**src/rtl/lwd_consts.svh**
```systemverilog
// Constants for the line wake-up detector: timing figures, register offsets,
// field positions and reset values.
// Assumes inclusion by bare name from rtl/ sources.
`ifndef LWD_CONSTS_SVH
`define LWD_CONSTS_SVH

// ----------------------------------------------------------------------------
// Timing figures (microseconds) and clock
// ----------------------------------------------------------------------------
`define LWD_CLK_HZ        10_000_000
`define LWD_WAKE_HOLD_US  80
`define LWD_WAKE_PULSE_US 200
`define LWD_BLANK_US      500

// ----------------------------------------------------------------------------
// Register offsets
// ----------------------------------------------------------------------------
`define LWD_OFS_STATUS 8'h00
`define LWD_OFS_MASK   8'h04
`define LWD_OFS_STATE  8'h08

// ----------------------------------------------------------------------------
// Event bit positions and reset values
// ----------------------------------------------------------------------------
`define LWD_EV_WAKE   0
`define LWD_EV_THERM  1
`define LWD_EV_SUPPLY 2
`define LWD_EV_W      3
`define LWD_MASK_RST  3'h0

`endif

```
**src/rtl/lwd_pkg.sv**
```systemverilog
// Types shared by the line wake-up detector.
// Assumes no other package.
package lwd_pkg;

  // Line pin in its two signals
  typedef struct packed {
    logic hi_drive;  // High side on
    logic lo_drive;  // Low side on
  } lwd_drive_t;

  // Supply and temperature monitor levels
  typedef struct packed {
    logic logic_above_min;  // Logic supply above 1.5 V
    logic logic_ok;         // At or above logic_supply_lockout_level
    logic field_low;        // Below field_supply_warning_level
    logic over_temp;        // Over-temperature indication
  } lwd_mon_t;

  typedef enum logic [1:0] {
    LWD_IDLE  = 2'b00,
    LWD_HOLD  = 2'b01,
    LWD_PULSE = 2'b10
  } lwd_state_t;

endpackage : lwd_pkg

```
**src/rtl/lwd_timer.sv**
```systemverilog
// Down-counting interval timer, reloaded by a start pulse.
// Assumes a single clock and clock enable from the parent.
`timescale 1ns/10ps
module lwd_timer
  import lwd_pkg::*;
#(
  parameter int unsigned CYCLES = 1
) (
  input  wire logic mclk,
  input  wire logic nrst,
  input  wire logic ce,
  input  wire logic start,
  output logic      busy
);
  localparam int W = $clog2(CYCLES + 1);
  logic [W-1:0] cnt_q;

  // Reload on start, count down otherwise
  always_ff @(posedge mclk or negedge nrst) begin
    if (!nrst) begin
      cnt_q <= '0;
    end else if (ce) begin
      if (start) begin
        cnt_q <= W'(CYCLES);
      end else if (cnt_q != '0) begin
        cnt_q <= cnt_q - W'(1);
      end
    end
  end

  assign busy = (cnt_q != '0);
endmodule : lwd_timer

```
**src/rtl/lwd_top.sv**
```systemverilog
// Line wake-up detector: line driver control, receive path, wake-up
// detection with blanking, supply warning and thermal shutdown.
// Assumes synchronous pin inputs and a single 10 MHz clock.
`timescale 1ns/10ps
`include "lwd_consts.svh"

// Operation
// - Wake-up is watched in push-pull, low-side-only and high-side-only modes.
// - Wake-up is recognised after the line is opposed continuously for 80 us.
// - Recognised wake-up drives wake_indicator_n low for one 200 us pulse.
// - Wake conditions are ignored 500 us after each driver state change.
// - With logic supply above 1.5 V, supply warning low on logic lockout, else low on field supply low.
// - Over-temperature turns off drivers and regulators until it clears.
// - Enabled driver outputs inverse transmit level; transmit disabled turns both off.
// - Receive is inverse of line level, held low while transceiver disabled.
module lwd_top
  import lwd_pkg::*;
#(
  parameter int unsigned CLK_HZ = `LWD_CLK_HZ,
  parameter bit          LO_ONLY = 1'b0,
  parameter bit          HI_ONLY = 1'b0
) (
  input  wire logic       mclk,
  input  wire logic       nrst,
  input  wire logic       ce,
  input  wire logic       line_transceiver_enable,
  input  wire logic       transmit_drive_enable,
  input  wire logic       transmit_level,
  input  wire logic       line_in,
  output logic            line_out,
  output logic            line_oe,
  output logic            receive_level,
  output logic            wake_indicator_n,
  output logic            supply_low_warning_out,
  output logic            supply_low_warning_oe,
  input  wire lwd_mon_t   mon,
  output logic            regulators_on,
  input  wire logic [7:0] reg_addr,
  input  wire logic [7:0] reg_wdata,
  input  wire logic       reg_wr,
  input  wire logic       reg_rd,
  output logic [7:0]      reg_rdata,
  output logic            irq
);

  // ---------------------------------------------------------------------------
  // Cycle counts
  // ---------------------------------------------------------------------------
  // Counts from frequency
  localparam int unsigned HOLD_CYC  = (`LWD_WAKE_HOLD_US * (CLK_HZ / 1_000_000));
  localparam int unsigned PULSE_CYC = (`LWD_WAKE_PULSE_US * (CLK_HZ / 1_000_000));
  localparam int unsigned BLANK_CYC = (`LWD_BLANK_US * (CLK_HZ / 1_000_000));
  localparam int HW = $clog2(HOLD_CYC + 1);
  localparam int PW = $clog2(PULSE_CYC + 1);

  // ---------------------------------------------------------------------------
  // Line driver and receiver
  // ---------------------------------------------------------------------------
  lwd_drive_t drv_d, drv_q;
  logic       therm_q;

  always_comb begin
    drv_d = '0;
    if (line_transceiver_enable && transmit_drive_enable && !therm_q) begin
      drv_d.lo_drive = transmit_level && !HI_ONLY;
      drv_d.hi_drive = !transmit_level && !LO_ONLY;
    end
  end

  always_ff @(posedge mclk or negedge nrst) begin
    if (!nrst) begin
      drv_q <= '0;
    end else if (ce) begin
      drv_q <= drv_d;
    end
  end

  assign line_oe  = drv_q.hi_drive | drv_q.lo_drive;
  assign line_out = drv_q.hi_drive;

  always_ff @(posedge mclk or negedge nrst) begin
    if (!nrst) begin
      receive_level <= 1'b0;
    end else if (ce) begin
      receive_level <= line_transceiver_enable & ~line_in;
    end
  end

  // ---------------------------------------------------------------------------
  // Wake-up detection
  // ---------------------------------------------------------------------------
  logic       blank_busy, pulse_busy, pulse_start, drv_change, opposed;
  logic [HW-1:0] hold_q;
  lwd_state_t st_q;

  assign drv_change = (drv_d != drv_q);
  lwd_timer #(.CYCLES(BLANK_CYC)) u_blank (
    .mclk  (mclk),
    .nrst  (nrst),
    .ce    (ce),
    .start (drv_change),
    .busy  (blank_busy)
  );

  // Any active side can be opposed
  assign opposed = (drv_q.hi_drive && !line_in) || (drv_q.lo_drive && line_in);

  always_ff @(posedge mclk or negedge nrst) begin
    if (!nrst) begin
      hold_q <= '0;
      st_q   <= LWD_IDLE;
    end else if (ce) begin
      unique case (st_q)
        LWD_IDLE: begin
          hold_q <= '0;
          if (opposed && !blank_busy && !drv_change) begin
            st_q <= LWD_HOLD;
          end
        end
        LWD_HOLD: begin
          if (!opposed || blank_busy || drv_change) begin
            st_q <= LWD_IDLE;
          end else if (hold_q == HW'(HOLD_CYC - 2)) begin
            st_q <= LWD_PULSE;
          end else begin
            hold_q <= hold_q + HW'(1);
          end
        end
        LWD_PULSE: begin
          if (!pulse_busy && !pulse_start) begin
            st_q <= LWD_IDLE;
          end
        end
        default: st_q <= LWD_IDLE;
      endcase
    end
  end

  assign pulse_start = (st_q == LWD_HOLD) && (hold_q == HW'(HOLD_CYC - 2)) && opposed
                       && !blank_busy && !drv_change;

  lwd_timer #(.CYCLES(PULSE_CYC)) u_pulse (
    .mclk  (mclk),
    .nrst  (nrst),
    .ce    (ce),
    .start (pulse_start),
    .busy  (pulse_busy)
  );
  assign wake_indicator_n = ~pulse_busy;

  // ---------------------------------------------------------------------------
  // Supply warning and thermal shutdown
  // ---------------------------------------------------------------------------
  logic warn_q;

  always_ff @(posedge mclk or negedge nrst) begin
    if (!nrst) begin
      warn_q <= 1'b0;
    end else if (ce) begin
      warn_q <= mon.logic_above_min && (!mon.logic_ok || mon.field_low);
    end
  end
  assign supply_low_warning_out = 1'b0;
  assign supply_low_warning_oe  = warn_q;

  always_ff @(posedge mclk or negedge nrst) begin
    if (!nrst) begin
      therm_q <= 1'b0;
    end else if (ce) begin
      therm_q <= mon.over_temp;
    end
  end
  assign regulators_on = ~therm_q;

  // ---------------------------------------------------------------------------
  // Registers and interrupt
  // ---------------------------------------------------------------------------
  logic [`LWD_EV_W-1:0] stat_q, mask_q, ev;
  logic                 warn_p, therm_p;

  always_ff @(posedge mclk or negedge nrst) begin
    if (!nrst) begin
      warn_p  <= 1'b0;
      therm_p <= 1'b0;
    end else if (ce) begin
      warn_p  <= warn_q;
      therm_p <= therm_q;
    end
  end

  always_comb begin
    ev = '0;
    ev[`LWD_EV_WAKE]   = pulse_start;
    ev[`LWD_EV_THERM]  = therm_q & ~therm_p;
    ev[`LWD_EV_SUPPLY] = warn_q & ~warn_p;
  end

  // Sticky status, read clears, set wins
  always_ff @(posedge mclk or negedge nrst) begin
    if (!nrst) begin
      stat_q <= '0;
    end else if (ce) begin
      if (reg_rd && reg_addr == `LWD_OFS_STATUS) begin
        stat_q <= ev;
      end else begin
        stat_q <= stat_q | ev;
      end
    end
  end

  always_ff @(posedge mclk or negedge nrst) begin
    if (!nrst) begin
      mask_q <= `LWD_MASK_RST;
    end else if (ce && reg_wr && reg_addr == `LWD_OFS_MASK) begin
      mask_q <= reg_wdata[`LWD_EV_W-1:0];
    end
  end

  // Read data one cycle later
  always_ff @(posedge mclk or negedge nrst) begin
    if (!nrst) begin
      reg_rdata <= 8'h00;
    end else if (ce) begin
      reg_rdata <= 8'h00;
      if (reg_rd) begin
        unique case (reg_addr)
          `LWD_OFS_STATUS: reg_rdata <= {5'h00, stat_q};
          `LWD_OFS_MASK:   reg_rdata <= {5'h00, mask_q};
          `LWD_OFS_STATE:  reg_rdata <= {3'h0, therm_q, warn_q, blank_busy, ~wake_indicator_n, line_oe};
          default:         reg_rdata <= 8'h00;
        endcase
      end
    end
  end

  assign irq = |(stat_q & mask_q);

  // ---------------------------------------------------------------------------
  // Checks
  // ---------------------------------------------------------------------------
  logic [HW-1:0] opp_len_q;
  logic [PW-1:0] wake_len_q;

  // Run of opposed samples, saturating, for the hold check
  always_ff @(posedge mclk or negedge nrst) begin
    if (!nrst) begin
      opp_len_q <= '0;
    end else if (ce) begin
      if (!opposed) begin
        opp_len_q <= '0;
      end else if (opp_len_q != HW'(HOLD_CYC)) begin
        opp_len_q <= opp_len_q + HW'(1);
      end
    end
  end
  // Cycles spent in the wake pulse, for the length check
  always_ff @(posedge mclk or negedge nrst) begin
    if (!nrst) begin
      wake_len_q <= '0;
    end else if (ce) begin
      if (pulse_start) begin
        wake_len_q <= '0;
      end else if (pulse_busy && wake_len_q != PW'(PULSE_CYC)) begin
        wake_len_q <= wake_len_q + PW'(1);
      end
    end
  end

  pulse_len_a: assert property (@(posedge mclk) disable iff (!nrst)
    $fell(pulse_busy) |-> (wake_len_q == PW'(PULSE_CYC))) else $error("wake pulse length");
  blank_wake_a: assert property (@(posedge mclk) disable iff (!nrst)
    (ce && (blank_busy || drv_change) && st_q != LWD_PULSE) |=> (st_q == LWD_IDLE)) else $error("blanking");
  blank_restart_a: assert property (@(posedge mclk) disable iff (!nrst)
    $changed(drv_q) |-> blank_busy) else $error("blanking not restarted");
  rx_gate_a: assert property (@(posedge mclk) disable iff (!nrst)
    (ce && !line_transceiver_enable) |=> !receive_level) else $error("receive not gated");
  drv_off_a: assert property (@(posedge mclk) disable iff (!nrst)
    (ce && !transmit_drive_enable) |=> !line_oe) else $error("driver not off");
  therm_off_a: assert property (@(posedge mclk) disable iff (!nrst)
    ((ce && therm_q) |=> !line_oe) and ((ce && mon.over_temp) |=> !regulators_on)) else $error("thermal shutdown");
  hold_wake_a: assert property (@(posedge mclk) disable iff (!nrst)
    pulse_start |-> (opp_len_q >= HW'(HOLD_CYC - 1))) else $error("wake without hold");
  warn_drive_a: assert property (@(posedge mclk) disable iff (!nrst)
    (ce && mon.logic_above_min && !mon.logic_ok) |=> supply_low_warning_oe) else $error("warning");
  wake_watch_a: assert property (@(posedge mclk) disable iff (!nrst)
    (ce && st_q == LWD_IDLE && line_oe && line_in != line_out && !blank_busy && !drv_change) |=> st_q == LWD_HOLD)
    else $error("opposed line not watched");

endmodule : lwd_top

```
**config.mk**
```make
export PLATFORM = sky130hd
export DESIGN_NAME = lwd_top
export DESIGN_NICKNAME = d
export VERILOG_FILES = /design/src/rtl/lwd_pkg.sv /design/src/rtl/lwd_timer.sv /design/src/rtl/lwd_top.sv
export VERILOG_INCLUDE_DIRS = /design/src /design/src/rtl
export SDC_FILE = /design/constraint.sdc
export NUM_CORES = 1
export LEC_CHECK = 0
export ABC_AREA = 1
export BUFFER_PORTS_ARGS = -buffer_cell sky130_fd_sc_hd__buf_2
export CAP_MARGIN = 40
export CORE_UTILIZATION = 45
export DETAILED_ROUTE_END_ITERATION = 10
export PLACE_DENSITY = 0.67
export SLEW_MARGIN = 20
export SYNTH_ARGS = -nofsm -noshare
export SYNTH_HDL_FRONTEND = slang
export SYNTH_SLANG_ARGS = --single-unit
```
**constraint.sdc**
```tcl
create_clock -name mclk -period 1.45 [get_ports mclk]
set_input_delay 0.29 -clock mclk [delete_from_list [all_inputs] [get_ports mclk]]
set_output_delay 0.29 -clock mclk [all_outputs]
set_load 0.005 [all_outputs]
```
==> impl_metrics.env, run 1 <==
export IMPL_critical_path_max_stage_delay_ns=0.41
export IMPL_max_clock_freq_ghz=0.608
export IMPL_crit_required_ns=1.71
export IMPL_grt_util_all_layers=0.225
export IMPL_p_leak_uw=0.00244
export IMPL_p_per_area_mw_per_mm2=1220
export IMPL_vias=3394
export IMPL_cts_sinks=54
export IMPL_yosysTopAreaCellShare=0.405
export IMPL_htree_levels=2
export IMPL_coreArea_mm2=0.00721
export IMPL_synth_area_per_cell_um2=7.18
export IMPL_ys_types=35
export IMPL_initial_core_util=0.463
export IMPL_dr_pass1_iters=4
export IMPL_status="finished with violations"
export IMPL_path_buf_inv=2
export IMPL_drt_initial_drc_count=128
export IMPL_cts_path_max_buffers=2
export IMPL_worst_path_stages=12
export IMPL_clkLatencyLatePin_ns=0.31
export IMPL_finalNetCount=629
export IMPL_layout_drive_gt1_share=0.329
export IMPL_synth_largest_area_cell="dfrtp_1"
export IMPL_cpMaxStageDelayCell="dfrtp_1"
export IMPL_place_congestion=0.863
export IMPL_wl_per_cell_um=12.2
export IMPL_cp_top_family="simple AND/OR/NAND/NOR gates"
export IMPL_antenna_found_initial=0
export IMPL_grt_pass1_wl_mm=13.6
export IMPL_synth_seq_cells=54
export IMPL_min_delay_path_class="in -> reg"
export IMPL_ir_drop_uv=901
export IMPL_numPortBuffers=35
export IMPL_dp_hpwl_mm=5.85
export IMPL_setup_viol_count_final=38
export IMPL_cts_tree="done"
export IMPL_clockRootBuffer="clkbuf_8"
export IMPL_hold_viol=0
export IMPL_cp_common_cell="nand2_4"
export IMPL_n_fill_cell=642
export IMPL_crit_path_end_kind="flip-flop"
export IMPL_holdWs_ns=0.175
export IMPL_grt_max_degree=55
export IMPL_cp_arrival_ns=1.90
export IMPL_die_area_mm2=0.00777
export IMPL_synth_warnings=0
export IMPL_yosysMostFrequentCell="nand2_1"
export IMPL_cap_violations=0
export IMPL_ys_seq_area_frac=0.405
export IMPL_skew_ns=0.0111
export IMPL_period_needed_ns=1.64
export IMPL_std_cell_rows=31
export IMPL_crit_path_start_kind="flip-flop"
export IMPL_drc=0
export IMPL_async_reset_ff_frac=1.00
export IMPL_grt_overflow=0
export IMPL_vias_per_cell=4.89
export IMPL_die_h_um=88.1
export IMPL_numCtsBuffers=5
export IMPL_finalMaxSlewViolations=0
export IMPL_synthFlopType="dfrtp_1"
export IMPL_path_cells="inv_2, ha_4, inv_2, nor2_1, nand3_1, nor2_4, nand2_4, nor2_4, nand2_4, nand2_4, nand2_1, nand2_1"
export IMPL_place_area_mm2=0.00422
export IMPL_grt_pass1_vias=3187
export IMPL_synth_edf_count=0
export IMPL_clk_pin_slew_worst_paths_ns=0.11
export IMPL_r2r_cells=12
export IMPL_holdPathStages=3
export IMPL_rsz0062_at_grt="yes"
export IMPL_ios=45
export IMPL_area_growth_pct=38.6
export IMPL_die_w_um=88.1
export IMPL_ant_nets=0
export IMPL_worstReg2RegEnd="hold_q[3]"
export IMPL_min_to="therm_q"
export IMPL_violations="negative setup slack"
export IMPL_fin_ws_ns=-0.195
export IMPL_n_antenna_cell=0
export IMPL_reg2reg_slack_ns=-0.19
export IMPL_fin_area_mm2=0.00463
export IMPL_crit_type="reg -> reg"
export IMPL_syn_inst=465
export IMPL_final_core_util=0.641
export IMPL_synth_common_cells="nand2_1 (142), nor2_1 (62), dfrtp_1 (54), inv_1 (43), nand3_1 (43)"
export IMPL_cp_max_fo=7
export IMPL_hold_start="mon[0]"
export IMPL_crit_start="u_blank.cnt_q[1]"
export IMPL_r2r_start="u_blank.cnt_q[1]"
export IMPL_synth_area_leaders="dfrtp_1 (40%), nand2_1 (16%), nor2_1 (7.0%), nand3_1 (6.4%), inv_1 (4.8%)"
export IMPL_post_route_period_util=1.13
export IMPL_drt_total_wl_mm=8.47
export IMPL_synth_area_mm2=0.00334
-- sequential cells by signal (all words and copies together) (netlist names) --
| register | flops |
|---|---|
| hold_q | 10 |
| stat_q | 3 |
| receive_level | 1 |
| drv_q | 1 |
| line_out | 1 |
| st_q | 2 |
| reg_rdata | 5 |
| u_pulse.cnt_q | 11 |
| mask_q | 3 |
| warn_p | 1 |
| therm_q | 1 |
| u_blank.cnt_q | 13 |
| therm_p | 1 |
| supply_low_warning_oe | 1 |
-- power breakdown --
group	internal, uW	total, uW	switching (uW)
clock	395	936	541
sequential	1800	2000	197
combinational	1390	2730	1340
-- worst register-to-register path: stages (launching register included) --
cell,delay (ns)
dfrtp_1,0.41
inv_2,0.08
ha_4,0.13
inv_2,0.02
nor2_1,0.07
nand3_1,0.11
nor2_4,0.13
nand2_4,0.09
nor2_4,0.15
nand2_4,0.14
nand2_4,0.13
nand2_1,0.07
nand2_1,0.05
-- through the flow --
step           total power (uW)  setup slack (ns)  TNS, ns  std cells
6_report                   5660            -0.195    -5.79        694
2_1_floorplan              3360            -0.108    -2.49        468
3_5_place_dp               4470            -0.307    -6.03        672
5_1_grt                    6110            -0.326   -10.41        694
4_1_cts                    5590            -0.211    -5.51        690
3_3_place_gp               4400            -0.231    -4.61        672
-- what timing repair did --
item                                    4_1_cts  5_1_grt
pin swaps                                     5        6
endpoints found under the setup margin       38       40
cloned                                        3        0
gates resized for setup                      30       27
setup buffers                                 6        5
hold buffers                                  1        0
endpoints found under the hold margin        54        0
-- worst max path at each step --
stage,to,slack (ns)
finish,hold_q[3],-0.19
global route,hold_q[2],-0.33
CTS,hold_q[9],-0.21
detailed placement,hold_q[9],-0.31
global placement,hold_q[2],-0.23
floorplan,hold_q[1],-0.11
-- cell type report --
type                    count  area [um^2]  area share
clock buffers               6         82.6      0.0178
multi-input cells         356         1920       0.416
inverters                  48          190      0.0411
flip-flops and latches     54         1350       0.292
repair buffers            129          940       0.203
well taps                  99          124      0.0268
clock inverters             2         16.3     0.00352
-- logic make-up after synthesis --
group                      synth area share
AOI/OAI and AO/OA                    0.0562
xor gates and xnor gates             0.0577
adders and majority gates            0.0225
buffers and inverters                0.0806
DFF                                   0.405
other                               0.00112
and+or+nand+nor                       0.377
-- metal layers --
metal	global-route usage	part of all wire	vias up
met5	0	0	-
met4	0.0689	0.015	0
met3	0.0349	0.039	14
met2	0.399	0.50	79
met1	0.281	0.45	1575
li1	-	-	1726
-- cell usage in the layout (no fill, tap or decap), drive strengths merged, types with 7 or more instances in the layout --
| master | instances |
|---|---|
| nand3 | 43 |
| o21ai | 22 |
| dfrtp | 54 |
| nor3 | 13 |
| buf | 128 |
| nor2 | 67 |
| xor2 | 18 |
| nand2 | 154 |
| nand4 | 7 |
| inv | 49 |
(Power assumes the default switching activity.)
==> inputs of run 2 (changes only) <==
--- a/config.mk
+++ b/config.mk
@@ -7,11 +7,11 @@
 export NUM_CORES = 1
 export LEC_CHECK = 0
 export ABC_AREA = 1
-export BUFFER_PORTS_ARGS = -buffer_cell sky130_fd_sc_hd__buf_2
 export CAP_MARGIN = 40
+export CORE_ASPECT_RATIO = 1.25
 export CORE_UTILIZATION = 45
 export DETAILED_ROUTE_END_ITERATION = 10
-export PLACE_DENSITY = 0.67
+export DONT_BUFFER_PORTS = 1
 export SLEW_MARGIN = 20
 export SYNTH_ARGS = -nofsm -noshare
 export SYNTH_HDL_FRONTEND = slang
==> run 2 against run 1 <==
The flow finishes with violations (negative hold slack, negative setup slack). Non-clock buffer count decreased by 43. Cell area decreased by 5.2%. Critical path depth unchanged. Clock skew increased by 0.00078 ns. Sequential power about the same. Register-to-register slack got worse by 0.04 ns. Highest routed layer unchanged. Final cell count decreased by 7.8%. Hold slack got worse by 0.53 ns. Power increased by 2.1%. Utilization decreased by 2.0 points. Global-route usage decreased by 0.10 points. Wire length decreased by 3.5%.
==> impl_metrics.env, run 2 (synthesis gave the netlist of run 1 again) <==
export IMPL_status="finished with violations"
export IMPL_violations="negative hold slack, negative setup slack"
export IMPL_largestRegisters="u_blank.cnt_q (13), u_pulse.cnt_q (11), hold_q (10)"
export IMPL_dr_pass1_iters=4
export IMPL_seqCellArea_mm2=0.00135
export IMPL_cp_arrival_ns=1.90
export IMPL_place_congestion=0.906
export IMPL_numCtsBuffers=5
export IMPL_htree_levels=2
export IMPL_wl_per_cell_um=12.8
export IMPL_top_layer="met4"
export IMPL_finalNonFillerCells=640
export IMPL_p_per_area_mw_per_mm2=1320
export IMPL_fin_area_mm2=0.00439
export IMPL_cp_max_fo=7
export IMPL_coreArea_mm2=0.00706
export IMPL_skew_ns=0.0119
export IMPL_mostFrequentLayoutCell="nand2_1"
export IMPL_grt_util_all_layers=0.224
export IMPL_antenna_found_initial=0
export IMPL_place_area_mm2=0.00399
export IMPL_ios=45
export IMPL_grt_pass1_wl_mm=14.0
export IMPL_setup_viol_count_final=38
export IMPL_ant_nets=0
export IMPL_route_met2_wl_mm=4.34
export IMPL_std_cell_rows=34
export IMPL_clk_pin_slew_worst_paths_ns=0.11
export IMPL_layout_drive_gt1_share=0.284
export IMPL_drt_initial_drc_count=111
export IMPL_hold_viol=54
export IMPL_min_delay_path_class="in -> async"
export IMPL_max_clock_freq_ghz=0.594
export IMPL_ir_drop_uv=974
export IMPL_reg2reg_slack_ns=-0.23
export IMPL_largest_register="u_blank.cnt_q"
export IMPL_wl_met3_um=191
export IMPL_p_leak_uw=0.00224
export IMPL_crit_path_start_kind="flip-flop"
export IMPL_cap_violations=0
export IMPL_cts_path_max_buffers=2
export IMPL_die_area_mm2=0.00777
export IMPL_fin_ws_ns=-0.233
export IMPL_n_antenna_cell=0
export IMPL_n_fill_cell=638
export IMPL_drc=0
export IMPL_area_growth_pct=31.4
export IMPL_largest_register_ffs=13
export IMPL_place_ws_ns=-0.210
export IMPL_drt_total_wl_mm=8.17
export IMPL_clockRootBuffer="clkbuf_8"
export IMPL_vias_per_cell=5.03
export IMPL_multi_input_area_mm2=0.00191
export IMPL_crit_type="reg -> reg"
export IMPL_vias=3217
export IMPL_holdWs_ns=-0.354
export IMPL_rsz0062_at_grt="yes"
export IMPL_wl_met1_mm=3.53
export IMPL_initial_core_util=0.473
export IMPL_cts_tree="done"
export IMPL_placed_cells=620
export IMPL_period_needed_ns=1.68
export IMPL_clkLatencyLatePin_ns=0.32
export IMPL_die_w_um=79.0
export IMPL_dp_hpwl_mm=5.75
export IMPL_post_route_period_util=1.16
export IMPL_cts_sinks=54
export IMPL_crit_path_end_kind="flip-flop"
export IMPL_die_h_um=98.3
export IMPL_grt_max_degree=55
export IMPL_grt_overflow=0
export IMPL_crit_required_ns=1.66
export IMPL_mostFrequentLayoutCells="nand2_1 (137), buf_4 (80), dfrtp_1 (54)"
export IMPL_numPortBuffers=0
export IMPL_finalNetCount=584
export IMPL_finalMaxSlewViolations=0
export IMPL_grt_pass1_vias=3171
==> run 2: changes by cell type in the layout (fill, tap and decap cells not counted), moves of 2 or more <==
cell	previous run	this run
buf_2	33	0
nand3_2	2	9
buf_4	86	80
nand3_1	40	34
buf_6	7	2
nor2_1	53	49
nor2_2	10	14
nand2_1	134	137
nand2_2	11	8
nand2_4	8	6
o21ai_0	13	15
o21ai_1	9	7
==> run 2: where the power goes <==
part           switching, uW  internal [uW]  leakage [uW]
logic                   1310           1400       0.00148
registers                213           1800      0.000703
clock network            541            515     0.0000504
total                   2070           3720       0.00224
==> run 2: final cells by class <==
cell class	instances	area share
Inverter	48	0.0434
Sequential cell	54	0.308
Clock buffer	5	0.0157
Clock inverter	3	0.0103
Tap cell	90	0.0257
Multi-Input combinational cell	354	0.435
Timing Repair Buffer	86	0.161
==> run 2: repair_timing <==
action | 4_1_cts | 5_1_grt
hold endpoints to repair | 54 | 54
gates cloned | 0 | 2
pin swaps | 5 | 14
endpoints found under the setup margin | 38 | 40
buffers inserted | 6 | 5
resized for setup | 27 | 24
==> run 2: stage by stage <==
stage / hold WS (ns) / utilization / TNS (ns) / total power [uW]
finish: -0.354 / 0.621 / -6.61 / 5780
global route: -0.365 / 0.621 / -10.70 / 6220
CTS: -0.354 / 0.600 / -5.02 / 5620
detailed placement: -0.00427 / 0.565 / -4.83 / 4400
global placement: -0.00458 / 0.565 / -3.85 / 4340
floorplan: -0.00559 / - / -2.49 / 3360
==> run 2: per-layer routing <==
layer,global-route usage,up-vias
met4,0.0657,0
li1,-,1628
met3,0.0308,7
met5,0,-
met2,0.403,43
met1,0.273,1539
==> run 2: worst paths after layout <==
path | cells after the start | to | start
min in group mclk | 1 | line_out | transmit_level
worst min-delay path | 0 | mask_q[0] | nrst
max in group asynchronous | 0 | u_pulse.cnt_q[9] | nrst
worst max-delay path | 12 | hold_q[5] | u_blank.cnt_q[0]
worst min register to register | 1 | stat_q[2] | warn_p
worst max register to register | 12 | hold_q[5] | u_blank.cnt_q[0]
==> run 2: worst max-delay path, stage by stage, from the launching register on <==
cell	delay [ns]
dfrtp_1	0.40
inv_2	0.08
ha_4	0.14
inv_2	0.03
nor2_2	0.07
nand3_1	0.08
nor2_2	0.15
nand2_2	0.12
nor2_4	0.15
nand2_4	0.09
buf_12	0.16
nand3_2	0.05
nand2_1	0.05
